$ cat config.mk
export PLATFORM = sky130hd
export DESIGN_NAME = tocp_top
export DESIGN_NICKNAME = d
export VERILOG_FILES = /design/src/common/tocp_pkg.sv /design/src/verilog/tocp_top.sv
export VERILOG_INCLUDE_DIRS = /design/src /design/src/common
export SDC_FILE = /design/constraint.sdc
export NUM_CORES = 1
export LEC_CHECK = 0
export BUFFER_PORTS_ARGS = -buffer_cell sky130_fd_sc_hd__clkbuf_2
export CORE_MARGIN = 4
export CORE_UTILIZATION = 50
export DETAILED_ROUTE_END_ITERATION = 16
export PLACE_DENSITY = 0.68
export SETUP_SLACK_MARGIN = 0.5
export SYNTH_ARGS = -nofsm -noshare
export SYNTH_HDL_FRONTEND = slang
export SYNTH_SLANG_ARGS = --single-unit
$ cat constraint.sdc
create_clock -name core_clk -period 8.7 [get_ports core_clk]
set_input_delay 1.305 -clock core_clk [delete_from_list [all_inputs] [get_ports core_clk]]
set_output_delay 1.305 -clock core_clk [all_outputs]
set_load 0.01 [all_outputs]
$ cat src/common/tocp_params.svh
// Register offsets, field positions, reset values and widths of the output compare block.
`ifndef TOCP_PARAMS_SVH
`define TOCP_PARAMS_SVH
`define TOCP_ADDR_W        4
`define TOCP_DATA_W        16
`define TOCP_NUM_CHAN      6
`define TOCP_NUM_PAIR      3
`define TOCP_ADDR_CTRL0    4'h0
`define TOCP_ADDR_MOD      4'hC
`define TOCP_ADDR_OVF      4'hD
`define TOCP_CTRL_FLAG_BIT 7
`define TOCP_OVF_FLAG_BIT  1
`define TOCP_OVF_IE_BIT    0
`define TOCP_CTRL_RESET    8'h00
`define TOCP_VALUE_RESET   16'h0000
`define TOCP_MOD_RESET     16'hFFFF
`define TOCP_DATA_ZERO     16'h0000
`endif

$ cat src/common/tocp_pkg.sv
// Types shared by the output compare block and its bench.
package tocp_pkg;
    // Channel mode codes; any code with the upper bit set in an even channel links its pair.
    typedef enum logic [1:0] {
        TOCP_MODE_CAPTURE  = 2'b00,
        TOCP_MODE_UNBUF    = 2'b01,
        TOCP_MODE_BUF      = 2'b10,
        TOCP_MODE_BUF_ALT  = 2'b11
    } tocp_mode_t;
    // Compare action codes.
    typedef enum logic [1:0] {
        TOCP_ACT_NONE   = 2'b00,
        TOCP_ACT_TOGGLE = 2'b01,
        TOCP_ACT_CLEAR  = 2'b10,
        TOCP_ACT_SET    = 2'b11
    } tocp_action_t;
    // Channel control and status byte.
    typedef struct packed {
        logic         flag;
        logic         irq_enable;
        tocp_mode_t   chan_mode_field;
        tocp_action_t compare_action_field;
        logic         toggle_on_overflow_bit;
        logic         max_duty_bit;
    } tocp_ctrl_t;
    // Register port request from software.
    typedef struct packed {
        logic        wr;
        logic        rd;
        logic [3:0]  addr;
        logic [15:0] wdata;
    } tocp_bus_req_t;
    // Shared timer counter as seen by this block.
    typedef struct packed {
        logic        tick;
        logic [15:0] count;
    } tocp_counter_t;
endpackage : tocp_pkg

$ cat src/verilog/tocp_top.sv
// Output compare and PWM stage of a six-channel 16-bit timer.
// Function
// - Unbuffered write replaces compare value immediately.
// - Match only when counter equals stored value.
// - Compare match sets channel flag, requests interrupt; a match on the overflow tick with toggle on overflow set does neither.
// - Overflow sets overflow flag, requests interrupt.
// - Link bit pairs channels 0/1, even first.
// - Channels 2/3 and 4/5 pair likewise.
// - Last written set takes control at overflow.
// - Even control register governs linked pair.
// - Odd pin released while pair linked.
// - Toggle on overflow makes period.
// - Period is modulo value plus one.
// - Compare value sets the pulse width.
// - Buffered change starts at next period.
// - Mode code 0:1 unbuffered, 1:0 buffered.
// - Action 1:0 clears, 1:1 sets output.
// - No overflow toggle, clear action and no max duty give zero duty.
// - Max duty without toggle holds output high.
//
// The implementer's own choices: the placing of the registers and the plain strobed port.
`timescale 1ns/1ps
`include "tocp_params.svh"

module tocp_top
    import tocp_pkg::*;
(
    input  wire logic                        core_clk,
    input  wire logic                        rst,
    input  wire tocp_bus_req_t               bus_req,
    output logic [`TOCP_DATA_W-1:0]          rdata,
    input  wire tocp_counter_t               counter,
    output logic [`TOCP_NUM_CHAN-1:0]        chan_pin_out,
    output logic [`TOCP_NUM_CHAN-1:0]        chan_pin_oe,
    output logic [`TOCP_NUM_CHAN-1:0]        chan_irq,
    output logic                             ovf_irq
);

    // Control bytes of the six channels.
    tocp_ctrl_t                      ctrl [`TOCP_NUM_CHAN];
    // Compare values of the six channels.
    logic [`TOCP_DATA_W-1:0]         value [`TOCP_NUM_CHAN];
    // Modulo value of the shared counter.
    logic [`TOCP_DATA_W-1:0]         modulo;
    // Sticky overflow flag and its interrupt enable.
    logic                            ovf_flag;
    logic                            ovf_ie;
    // Which half of each pair currently drives the compare.
    logic                            pair_sel [`TOCP_NUM_PAIR];
    // Which half of each pair was written last.
    logic                            pair_last [`TOCP_NUM_PAIR];
    // Per-channel match pulse, used to set the flag.
    logic                            match_hit [`TOCP_NUM_CHAN];
    // Overflow event: the counter rolls from the modulo value to zero.
    logic                            overflow;
    // Write decode for the overflow register.
    logic                            wr_ovf;

    // A timer clock edge with the counter sitting on the modulo value is the
    // rollover cycle, so the pin toggle and the pair swap share this pulse.
    assign overflow = counter.tick && (counter.count == modulo);
    assign wr_ovf   = bus_req.wr && (bus_req.addr == `TOCP_ADDR_OVF);

    // Modulo register; software sets the PWM period with it.
    always_ff @(posedge core_clk or posedge rst) begin
        if (rst) begin
            modulo <= `TOCP_MOD_RESET;
        end else if (bus_req.wr && (bus_req.addr == `TOCP_ADDR_MOD)) begin
            modulo <= bus_req.wdata;
        end
    end

    // Overflow flag: writing one clears it, but a fresh overflow in the
    // same cycle wins so that no period goes unreported.
    always_ff @(posedge core_clk or posedge rst) begin
        if (rst) begin
            ovf_flag <= 1'b0;
            ovf_ie   <= 1'b0;
        end else begin
            if (overflow) begin
                ovf_flag <= 1'b1;
            end else if (wr_ovf && bus_req.wdata[`TOCP_OVF_FLAG_BIT]) begin
                ovf_flag <= 1'b0;
            end
            if (wr_ovf) begin
                ovf_ie <= bus_req.wdata[`TOCP_OVF_IE_BIT];
            end
        end
    end

    // Overflow interrupt request, registered so it is glitch free.
    always_ff @(posedge core_clk or posedge rst) begin
        if (rst) begin
            ovf_irq <= 1'b0;
        end else begin
            ovf_irq <= ovf_flag && ovf_ie;
        end
    end

    // Pair bookkeeping: remember the last written half and swap on overflow.
    for (genvar p = 0; p < `TOCP_NUM_PAIR; p++) begin : g_pair
        // The even channel's mode field alone decides whether the pair is linked.
        logic linked;
        logic wr_even;
        logic wr_odd;
        assign linked  = ctrl[2*p].chan_mode_field[1];
        assign wr_even = bus_req.wr && (bus_req.addr == 4'((4*p)+1));
        assign wr_odd  = bus_req.wr && (bus_req.addr == 4'((4*p)+3));

        // Last written half; a write to the active half simply updates it.
        always_ff @(posedge core_clk or posedge rst) begin
            if (rst) begin
                pair_last[p] <= 1'b0;
            end else if (!linked) begin
                pair_last[p] <= 1'b0;
            end else if (wr_odd) begin
                pair_last[p] <= 1'b1;
            end else if (wr_even) begin
                pair_last[p] <= 1'b0;
            end
        end

        // Active half; while linked it only changes at the rollover so a period is never
        // cut short by a buffered update.
        always_ff @(posedge core_clk or posedge rst) begin
            if (rst) begin
                pair_sel[p] <= 1'b0;
            end else if (!linked) begin
                pair_sel[p] <= 1'b0;
            end else if (overflow) begin
                pair_sel[p] <= pair_last[p];
            end
        end
    end

    // Per-channel registers and pin logic.
    for (genvar i = 0; i < `TOCP_NUM_CHAN; i++) begin : g_chan
        localparam int EVEN = i - (i % 2);
        localparam int ODD  = EVEN + 1;
        localparam logic [3:0] CTRL_ADDR = 4'(2*i);
        localparam logic [3:0] VAL_ADDR  = 4'((2*i)+1);

        // Whether this channel's pair is linked.
        logic        linked;
        // Whether this channel runs its own compare logic.
        logic        active;
        // Compare value in force for this channel.
        logic [15:0] cmp_value;
        // Write decodes.
        logic        wr_ctrl;
        logic        wr_val;
        // Compare equality for this timer clock.
        logic        cmp_equal;
        // Decoded control fields.
        tocp_ctrl_t  c;

        assign c       = ctrl[i];
        assign linked  = ctrl[EVEN].chan_mode_field[1];
        // A linked odd channel goes quiet; its control byte has no effect.
        assign active  = ((i % 2) == 0) || !linked;
        assign wr_ctrl = bus_req.wr && (bus_req.addr == CTRL_ADDR);
        assign wr_val  = bus_req.wr && (bus_req.addr == VAL_ADDR);
        // The even channel of a linked pair compares against the active half.
        assign cmp_value = (((i % 2) == 0) && linked && pair_sel[i/2]) ?
                           value[ODD] : value[i];
        // Only exact equality matches, so a value lowered below the count
        // waits a whole period.
        assign cmp_equal = counter.tick && (counter.count == cmp_value);
        assign match_hit[i] = active && cmp_equal && !(overflow && c.toggle_on_overflow_bit)
                              && (c.chan_mode_field != TOCP_MODE_CAPTURE);

        // Compare value: a write lands directly and is used at the next
        // comparison; buffering only comes from the pair selection.
        always_ff @(posedge core_clk or posedge rst) begin
            if (rst) begin
                value[i] <= `TOCP_VALUE_RESET;
            end else if (wr_val) begin
                value[i] <= bus_req.wdata;
            end
        end

        // Control byte; the flag is cleared by writing one, and a match in
        // the same cycle keeps it set.
        always_ff @(posedge core_clk or posedge rst) begin
            if (rst) begin
                ctrl[i] <= tocp_ctrl_t'(`TOCP_CTRL_RESET);
            end else begin
                if (wr_ctrl) begin
                    ctrl[i].irq_enable             <= bus_req.wdata[6];
                    ctrl[i].chan_mode_field        <= tocp_mode_t'(bus_req.wdata[5:4]);
                    ctrl[i].compare_action_field   <= tocp_action_t'(bus_req.wdata[3:2]);
                    ctrl[i].toggle_on_overflow_bit <= bus_req.wdata[1];
                    ctrl[i].max_duty_bit           <= bus_req.wdata[0];
                end
                if (match_hit[i]) begin
                    ctrl[i].flag <= 1'b1;
                end else if (wr_ctrl && bus_req.wdata[`TOCP_CTRL_FLAG_BIT]) begin
                    ctrl[i].flag <= 1'b0;
                end
            end
        end

        // Channel interrupt request; a linked odd channel never asks.
        always_ff @(posedge core_clk or posedge rst) begin
            if (rst) begin
                chan_irq[i] <= 1'b0;
            end else begin
                chan_irq[i] <= active && c.flag && c.irq_enable;
            end
        end

        // Pin enable: driven only in a compare mode with an action chosen,
        // and released altogether when the odd half of a linked pair.
        always_ff @(posedge core_clk or posedge rst) begin
            if (rst) begin
                chan_pin_oe[i] <= 1'b0;
            end else begin
                chan_pin_oe[i] <= active &&
                                  (c.chan_mode_field != TOCP_MODE_CAPTURE) &&
                                  (c.compare_action_field != TOCP_ACT_NONE);
            end
        end

        // Pin level. The overflow toggle takes priority over a match on the
        // same timer clock. Toggle-on-compare is honoured but is a poor PWM
        // choice since it never self corrects after a missed compare.
        always_ff @(posedge core_clk or posedge rst) begin
            if (rst) begin
                chan_pin_out[i] <= 1'b0;
            end else if (!active || (c.chan_mode_field == TOCP_MODE_CAPTURE)) begin
                chan_pin_out[i] <= 1'b0;
            end else if (c.max_duty_bit && !c.toggle_on_overflow_bit) begin
                chan_pin_out[i] <= 1'b1;
            end else if (overflow && c.toggle_on_overflow_bit) begin
                chan_pin_out[i] <= !chan_pin_out[i];
            end else if (match_hit[i]) begin
                unique case (c.compare_action_field)
                    TOCP_ACT_TOGGLE: begin
                        chan_pin_out[i] <= !chan_pin_out[i];
                    end
                    TOCP_ACT_CLEAR: begin
                        chan_pin_out[i] <= 1'b0;
                    end
                    TOCP_ACT_SET: begin
                        chan_pin_out[i] <= 1'b1;
                    end
                    TOCP_ACT_NONE: begin
                        chan_pin_out[i] <= chan_pin_out[i];
                    end
                endcase
            end
        end
    end

    // Read data, valid only in the cycle after the read strobe; unmapped
    // addresses and idle cycles read as zero.
    always_ff @(posedge core_clk or posedge rst) begin
        if (rst) begin
            rdata <= `TOCP_DATA_ZERO;
        end else if (bus_req.rd) begin
            if (bus_req.addr < `TOCP_ADDR_MOD) begin
                if (bus_req.addr[0]) begin
                    rdata <= value[bus_req.addr[3:1]];
                end else begin
                    rdata <= {8'h00, ctrl[bus_req.addr[3:1]]};
                end
            end else if (bus_req.addr == `TOCP_ADDR_MOD) begin
                rdata <= modulo;
            end else if (bus_req.addr == `TOCP_ADDR_OVF) begin
                rdata <= {14'h0000, ovf_flag, ovf_ie};
            end else begin
                rdata <= `TOCP_DATA_ZERO;
            end
        end else begin
            rdata <= `TOCP_DATA_ZERO;
        end
    end

endmodule : tocp_top

# == Word-level counts from Yosys, hierarchy flattened ==
# Index checks and enable logic that the tools add are counted.
# word_totals
ff_bits,203
in_bits,41
word_cells,342
# op_classes
n_lt_le_gt_ge,2
eq_ne,50
n_mux,73
bitwise_logic,1
reduce_logical,145
# op_table
cell,n
16-bit two-way mux,9
16-bit == test,7
1-bit logical AND,77
1-bit two-way mux,53
16-bit binary-select mux with 3-bit select,1
2-bit nonzero test,19
8-bit binary-select mux with 3-bit select,1
2-bit == test (second input constant),12
4-bit == test (second input constant),6
2-bit logical NOT,12
4-bit inequality test (second input constant),6
4-bit nonzero test,6
1-bit logical NOT,21
1-bit case mux with 3 select lines,6
4-bit by 3-bit == test with 1-bit output (second input constant),4
8-bit two-way mux,2
2-bit by 1-bit == test with 1-bit output (second input constant),6
2-bit AND reduction,6
3-bit by 1-bit inequality test with 1-bit output (second input constant),3
4-bit by 2-bit == test with 1-bit output (second input constant),2
2-bit by 1-bit inequality test with 1-bit output (second input constant),3
4-bit by 1-bit == test with 1-bit output (second input constant),1
4-bit >= comparator (second input constant),1
4-bit logical NOT,1
other kinds (4),6

# == Logic depth before layout (Yosys ltp) ==
# depth
depth_word,10
depth_mapped,10

# == Worst setup path after synthesis ==
# OpenSTA, ideal clock, no wires.
# synth_path
path_type,in2reg
startpoint,input port counter[3] in the netlist's numbering
endpoint,register chan_pin_out[2]
arrival_time_ns,3.272
required_ns,8.572
slack_ns,5.301
path_stages,8
n_path_buf,1
path_cell_list,buf_6 > nor2b_1 > a2111oi_2 > o21ai_1 > or4_1 > or4b_1 > o21ai_1 > mux2_1
# synth_between
elab_chain_len,8
elab_cells_between_ends,14
classes_between,eq/ne (3); mux (3); reduce/logical (8)
# synth_lines
element,line,text
from (decl),tocp_top.sv:32,"input wire tocp_counter_t counter,"
16-bit == test,tocp_top.sv:61,assign overflow = counter.tick && (counter.count == modulo);
1-bit logical AND,tocp_top.sv:61,
1-bit logical AND,"tocp_top.sv:169, tocp_top.sv:234",
1-bit logical NOT,tocp_top.sv:169,assign match_hit[i] = active && cmp_equal && !(overflow && c.toggle_on_overflow_bit)
1-bit logical AND,tocp_top.sv:169,
1-bit logical AND,tocp_top.sv:170,&& (c.chan_mode_field != TOCP_MODE_CAPTURE);
4-bit nonzero test (no source line),--,
2-bit AND reduction (no source line),--,
"to (signal, indexed assignment)",tocp_top.sv:235,chan_pin_out[i] <= !chan_pin_out[i];
"to (signal, indexed assignment)",tocp_top.sv:239,chan_pin_out[i] <= !chan_pin_out[i];
"to (signal, indexed assignment)",tocp_top.sv:248,chan_pin_out[i] <= chan_pin_out[i];
to (decl),tocp_top.sv:33,"output logic [`TOCP_NUM_CHAN-1:0] chan_pin_out,"
# Several ways; a longest one is shown, not always the timed one.
# A chain may end at the register's enable or synchronous reset.

# == Worst setup path after layout ==
# layout_path
startpoint,input port counter[15] in the netlist's numbering
endpoint,register chan_pin_out[2]
# The elaborated chain is that of the path after synthesis.

==> flow_summary.ini <==
[layout]
layout_cells_sized_above_1_pct = 29.01
n_antenna_cell = 0
layout.area.seq_um2 = 5100
layout-area-overhead-vs-synth_pct = 11.66
commonest_cells_after_routing_fill_and_taps_aside = sky130_fd_sc_hd__dfrtp_1 (187), sky130_fd_sc_hd__mux2_2 (148), sky130_fd_sc_hd__nand2_1 (81), sky130_fd_sc_hd__clkbuf_2 (74), sky130_fd_sc_hd__xnor2_1 (53)
final_nets = 1103
multi_input_gate_area_um2 = 5575
layout_commonest_cell = sky130_fd_sc_hd__dfrtp_1
fin_area_um2 = 12360
fillers = 1941

[hold_path]
min_path_cells = 1
worstHoldStart = ctrl[31]
min-delay-path-class = reg2reg

[yosys]
yosys.cell_types.count = 67
syn_std_cell_area_um2 = 11070
ys_ff_latch = 203
ys_warn_count = 0
yosysSeqAreaShare_pct = 46.07
synth.top_cell.area_share_pct = 42.27
number_of_enable_type_register_cells_in_the_synthesized_netlist = 0
syn_area_per_cell_um2 = 10.88
synth-async-reset-ratio_pct = 100.0
synth_area_leader_cell = sky130_fd_sc_hd__dfrtp_1
ys_top_cells_by_area = sky130_fd_sc_hd__dfrtp_1 (42%), sky130_fd_sc_hd__mux2_2 (15%), sky130_fd_sc_hd__mux2i_1 (4.5%)
synthesis.nets = 1058
dominantRegCellSynth = sky130_fd_sc_hd__dfrtp_1
syn-instance-count = 1017

[clock_network]
clock_root_buffer = sky130_fd_sc_hd__clkbuf_16
clock-sinks = 203
cts_htree_levels = 1
cts.hold.buffers_added = 0
total_cts_buffers = 24
clk_transition_reported_paths_ns = 0.06
cts_tree = built
insertion_delay_ns = 0.52
clk_path_buf_depth = 3
cts_setup_buffers = 0
cts-resized-gates = 0

[global_routing]
global_route_wire_length_before_repair_mm = 51.22
vias_in_the_first_global_route = 8251
grt_overflow_total = 0
grt_usage_pct = 27.20
grt_antenna_before_repair = 1
pin_count_of_the_biggest_net_entering_global_routing = 132

[place]
io_buffers = 75
dpl_cell_area_um2 = 11600
globalplace.congestion = 0.9275
final_hpwl_from_detailed_placement_mm = 22.65

[power]
power.static_leakage_uw = 0.005380
power_density_nw_per_um2 = 246.3
power.ir.vdd_worst_mv = 0.1396

[drt]
detail_route.wl_per_cell_um = 24.61
detail_route.drc_violations = 0
detail_route.wirelength_mm = 33.44
antenna_violating_nets_left = 0
post_drt_via_cell_ratio = 6.260
total_number_of_vias = 8508
drt_first_iter_violations = 997
detailedRoute.firstPassIterationCount = 6

[setup_path]
criticalPathCategory = in2reg
timing.critical_path.fanout_max = 19
timing.critical_path.cells = clkbuf_2 -> xnor2_1 -> nand4_1 -> nor3_1 -> and2_1 -> a211oi_1 -> o21ai_1 -> mux2_1
cp_top_family = simple AND/OR/NAND/NOR gates
setup.worst_path.start_class = input pin
worst_setup_path_end_kind = register
worst_ep_arrival_time_ns = 4.00
reg2regPathDepth = 7
cp_num_buf_inv = 1
critical-path-slowest-cell = sky130_fd_sc_hd__and2_1
critical_path.reg2reg.startpoint = modulo[13]
crit_cells = 8
cp_slowest_stage_delay_ns = 0.80
worst_setup_startpoint = counter[15]
critPathRequiredTime_ns = 9.10

[timing]
rsz0062_at_grt = false
max_slew.worst_pin.slew_ns = 1.303
report.final.slew_viol_count = 0
highest_clock_rate_mhz = 277.8
fin_setup_tns_ns = 0
report.final.setup_viol = 0
fin_skew_ns = 0.008208
hold_violations = 0
layout_min_cycle_time_ns = 3.600
maxSlewHeadroom_pct = 13.03
min_period_over_period_pct = 41.38

[floorplan]
dieWidth_um = 156.8
floorplan.initialDensity_pct = 50.72
die_height_um = 156.8
die-area_um2 = 24580
fp.coreArea_um2 = 21820
io-pin-count = 76
placement_row_count = 54

[status]
outcome = complete, no violations

[flow_run]
drv_cap = 0
-- layer usage --
layer / track usage, % / part of all wire (%) / vias up / wire [µm]
met5: 0 / 0.033 / - / 11
met3: 4.314 / 8.3 / 48 / 2787
met2: 41.13 / 45 / 412 / 14910
li1: - / - / 3736 / -
met4: 6.198 / 2.1 / 2 / 690
met1: 41.37 / 45 / 4310 / 15050
-- power breakdown --
part / leakage, µW / total, µW / switching (µW) / internal [µW]
registers: 0.00252 / 1380 / 227 / 1150
clock network: 0.000374 / 974 / 397 / 577
logic: 0.00249 / 691 / 341 / 349
-- logic make-up after synthesis --
group	count (synthesis)	synth area share (%)
simple gates	234	10.32
mux	209	21.58
flops	203	46.07
compound gates	186	11.27
buf+inv	96	3.719
xor+xnor	89	7.042
-- final cells by class --
type	instances	share of cell area [%]
Multi-Input combinational cell	718	45.11
Inverter	29	0.9414
Clock inverter	3	0.1518
Timing Repair Buffer	86	3.705
Clock buffer	40	6.003
Tap cell	280	2.834
Sequential cell	203	41.26
-- path summary, 6_finish.rpt --
path                            slack [ns]         endpoint
worst min register to register        0.52         ctrl[31]
min in group asynchronous             0.96        rdata[15]
worst min-delay path                  0.52         ctrl[31]
worst max register to register        5.65  chan_pin_out[2]
max in group asynchronous             6.27        value[23]
worst max-delay path                  5.10  chan_pin_out[2]
-- synthesized netlist by cell type (all sizes together) (2+ instances only) --
library cell	n
o21bai	2
dfstp	16
buf	27
nor3b	2
o22ai	23
xor2	36
mux2	151
nor2	46
nand2	82
nor4	10
a31oi	3
and3	8
nand2b	5
a22oi	6
or3	3
a221oi	7
and2	21
a211oi	7
a21oi	25
nand4	8
a221o	2
mux4	8
mux2i	50
o2111ai	6
nand3	12
nor2b	13
o221ai	5
o21ai	49
dfrtp	187
clkbuf	40
o21a	5
a21o	3
o2bb2ai	5
a2111oi	4
or4	2
xnor2	53
o211ai	14
or2	7
a22o	6
a21boi	3
nor3	11
a211o	3
o31ai	3
inv	29
o22a	2
-- flip-flops by register name, summed over array words and instances, names as in the netlist --
| register | count |
|---|---|
| chan_pin_out | 6 |
| ovf_flag | 1 |
| ovf_ie | 1 |
| ovf_irq | 1 |
| pair_sel | 3 |
| pair_last | 3 |
| rdata | 16 |
| g_chan.cmp_value | 48 |
| ctrl | 48 |
| chan_irq | 6 |
| chan_pin_oe | 6 |
| modulo | 16 |
| value | 48 |
-- metrics by stage --
step | worst slack (ns) | std cells | hold WS (ns) | util (%) | power [µW]
CTS | 5.151 | 1359 | 0.5201 | 56.64 | 3048
global placement | 4.668 | 1316 | 0.4936 | 53.15 | 2053
detailed placement | 4.603 | 1316 | 0.5048 | 53.15 | 2069
finish | 5.100 | 1359 | 0.5211 | 56.64 | 3045
floorplan | 1.882 | 1017 | 0.4594 | - | 1827
global route | 4.984 | 1359 | 0.5393 | 56.64 | 3188
(Power assumes the default switching activity.)
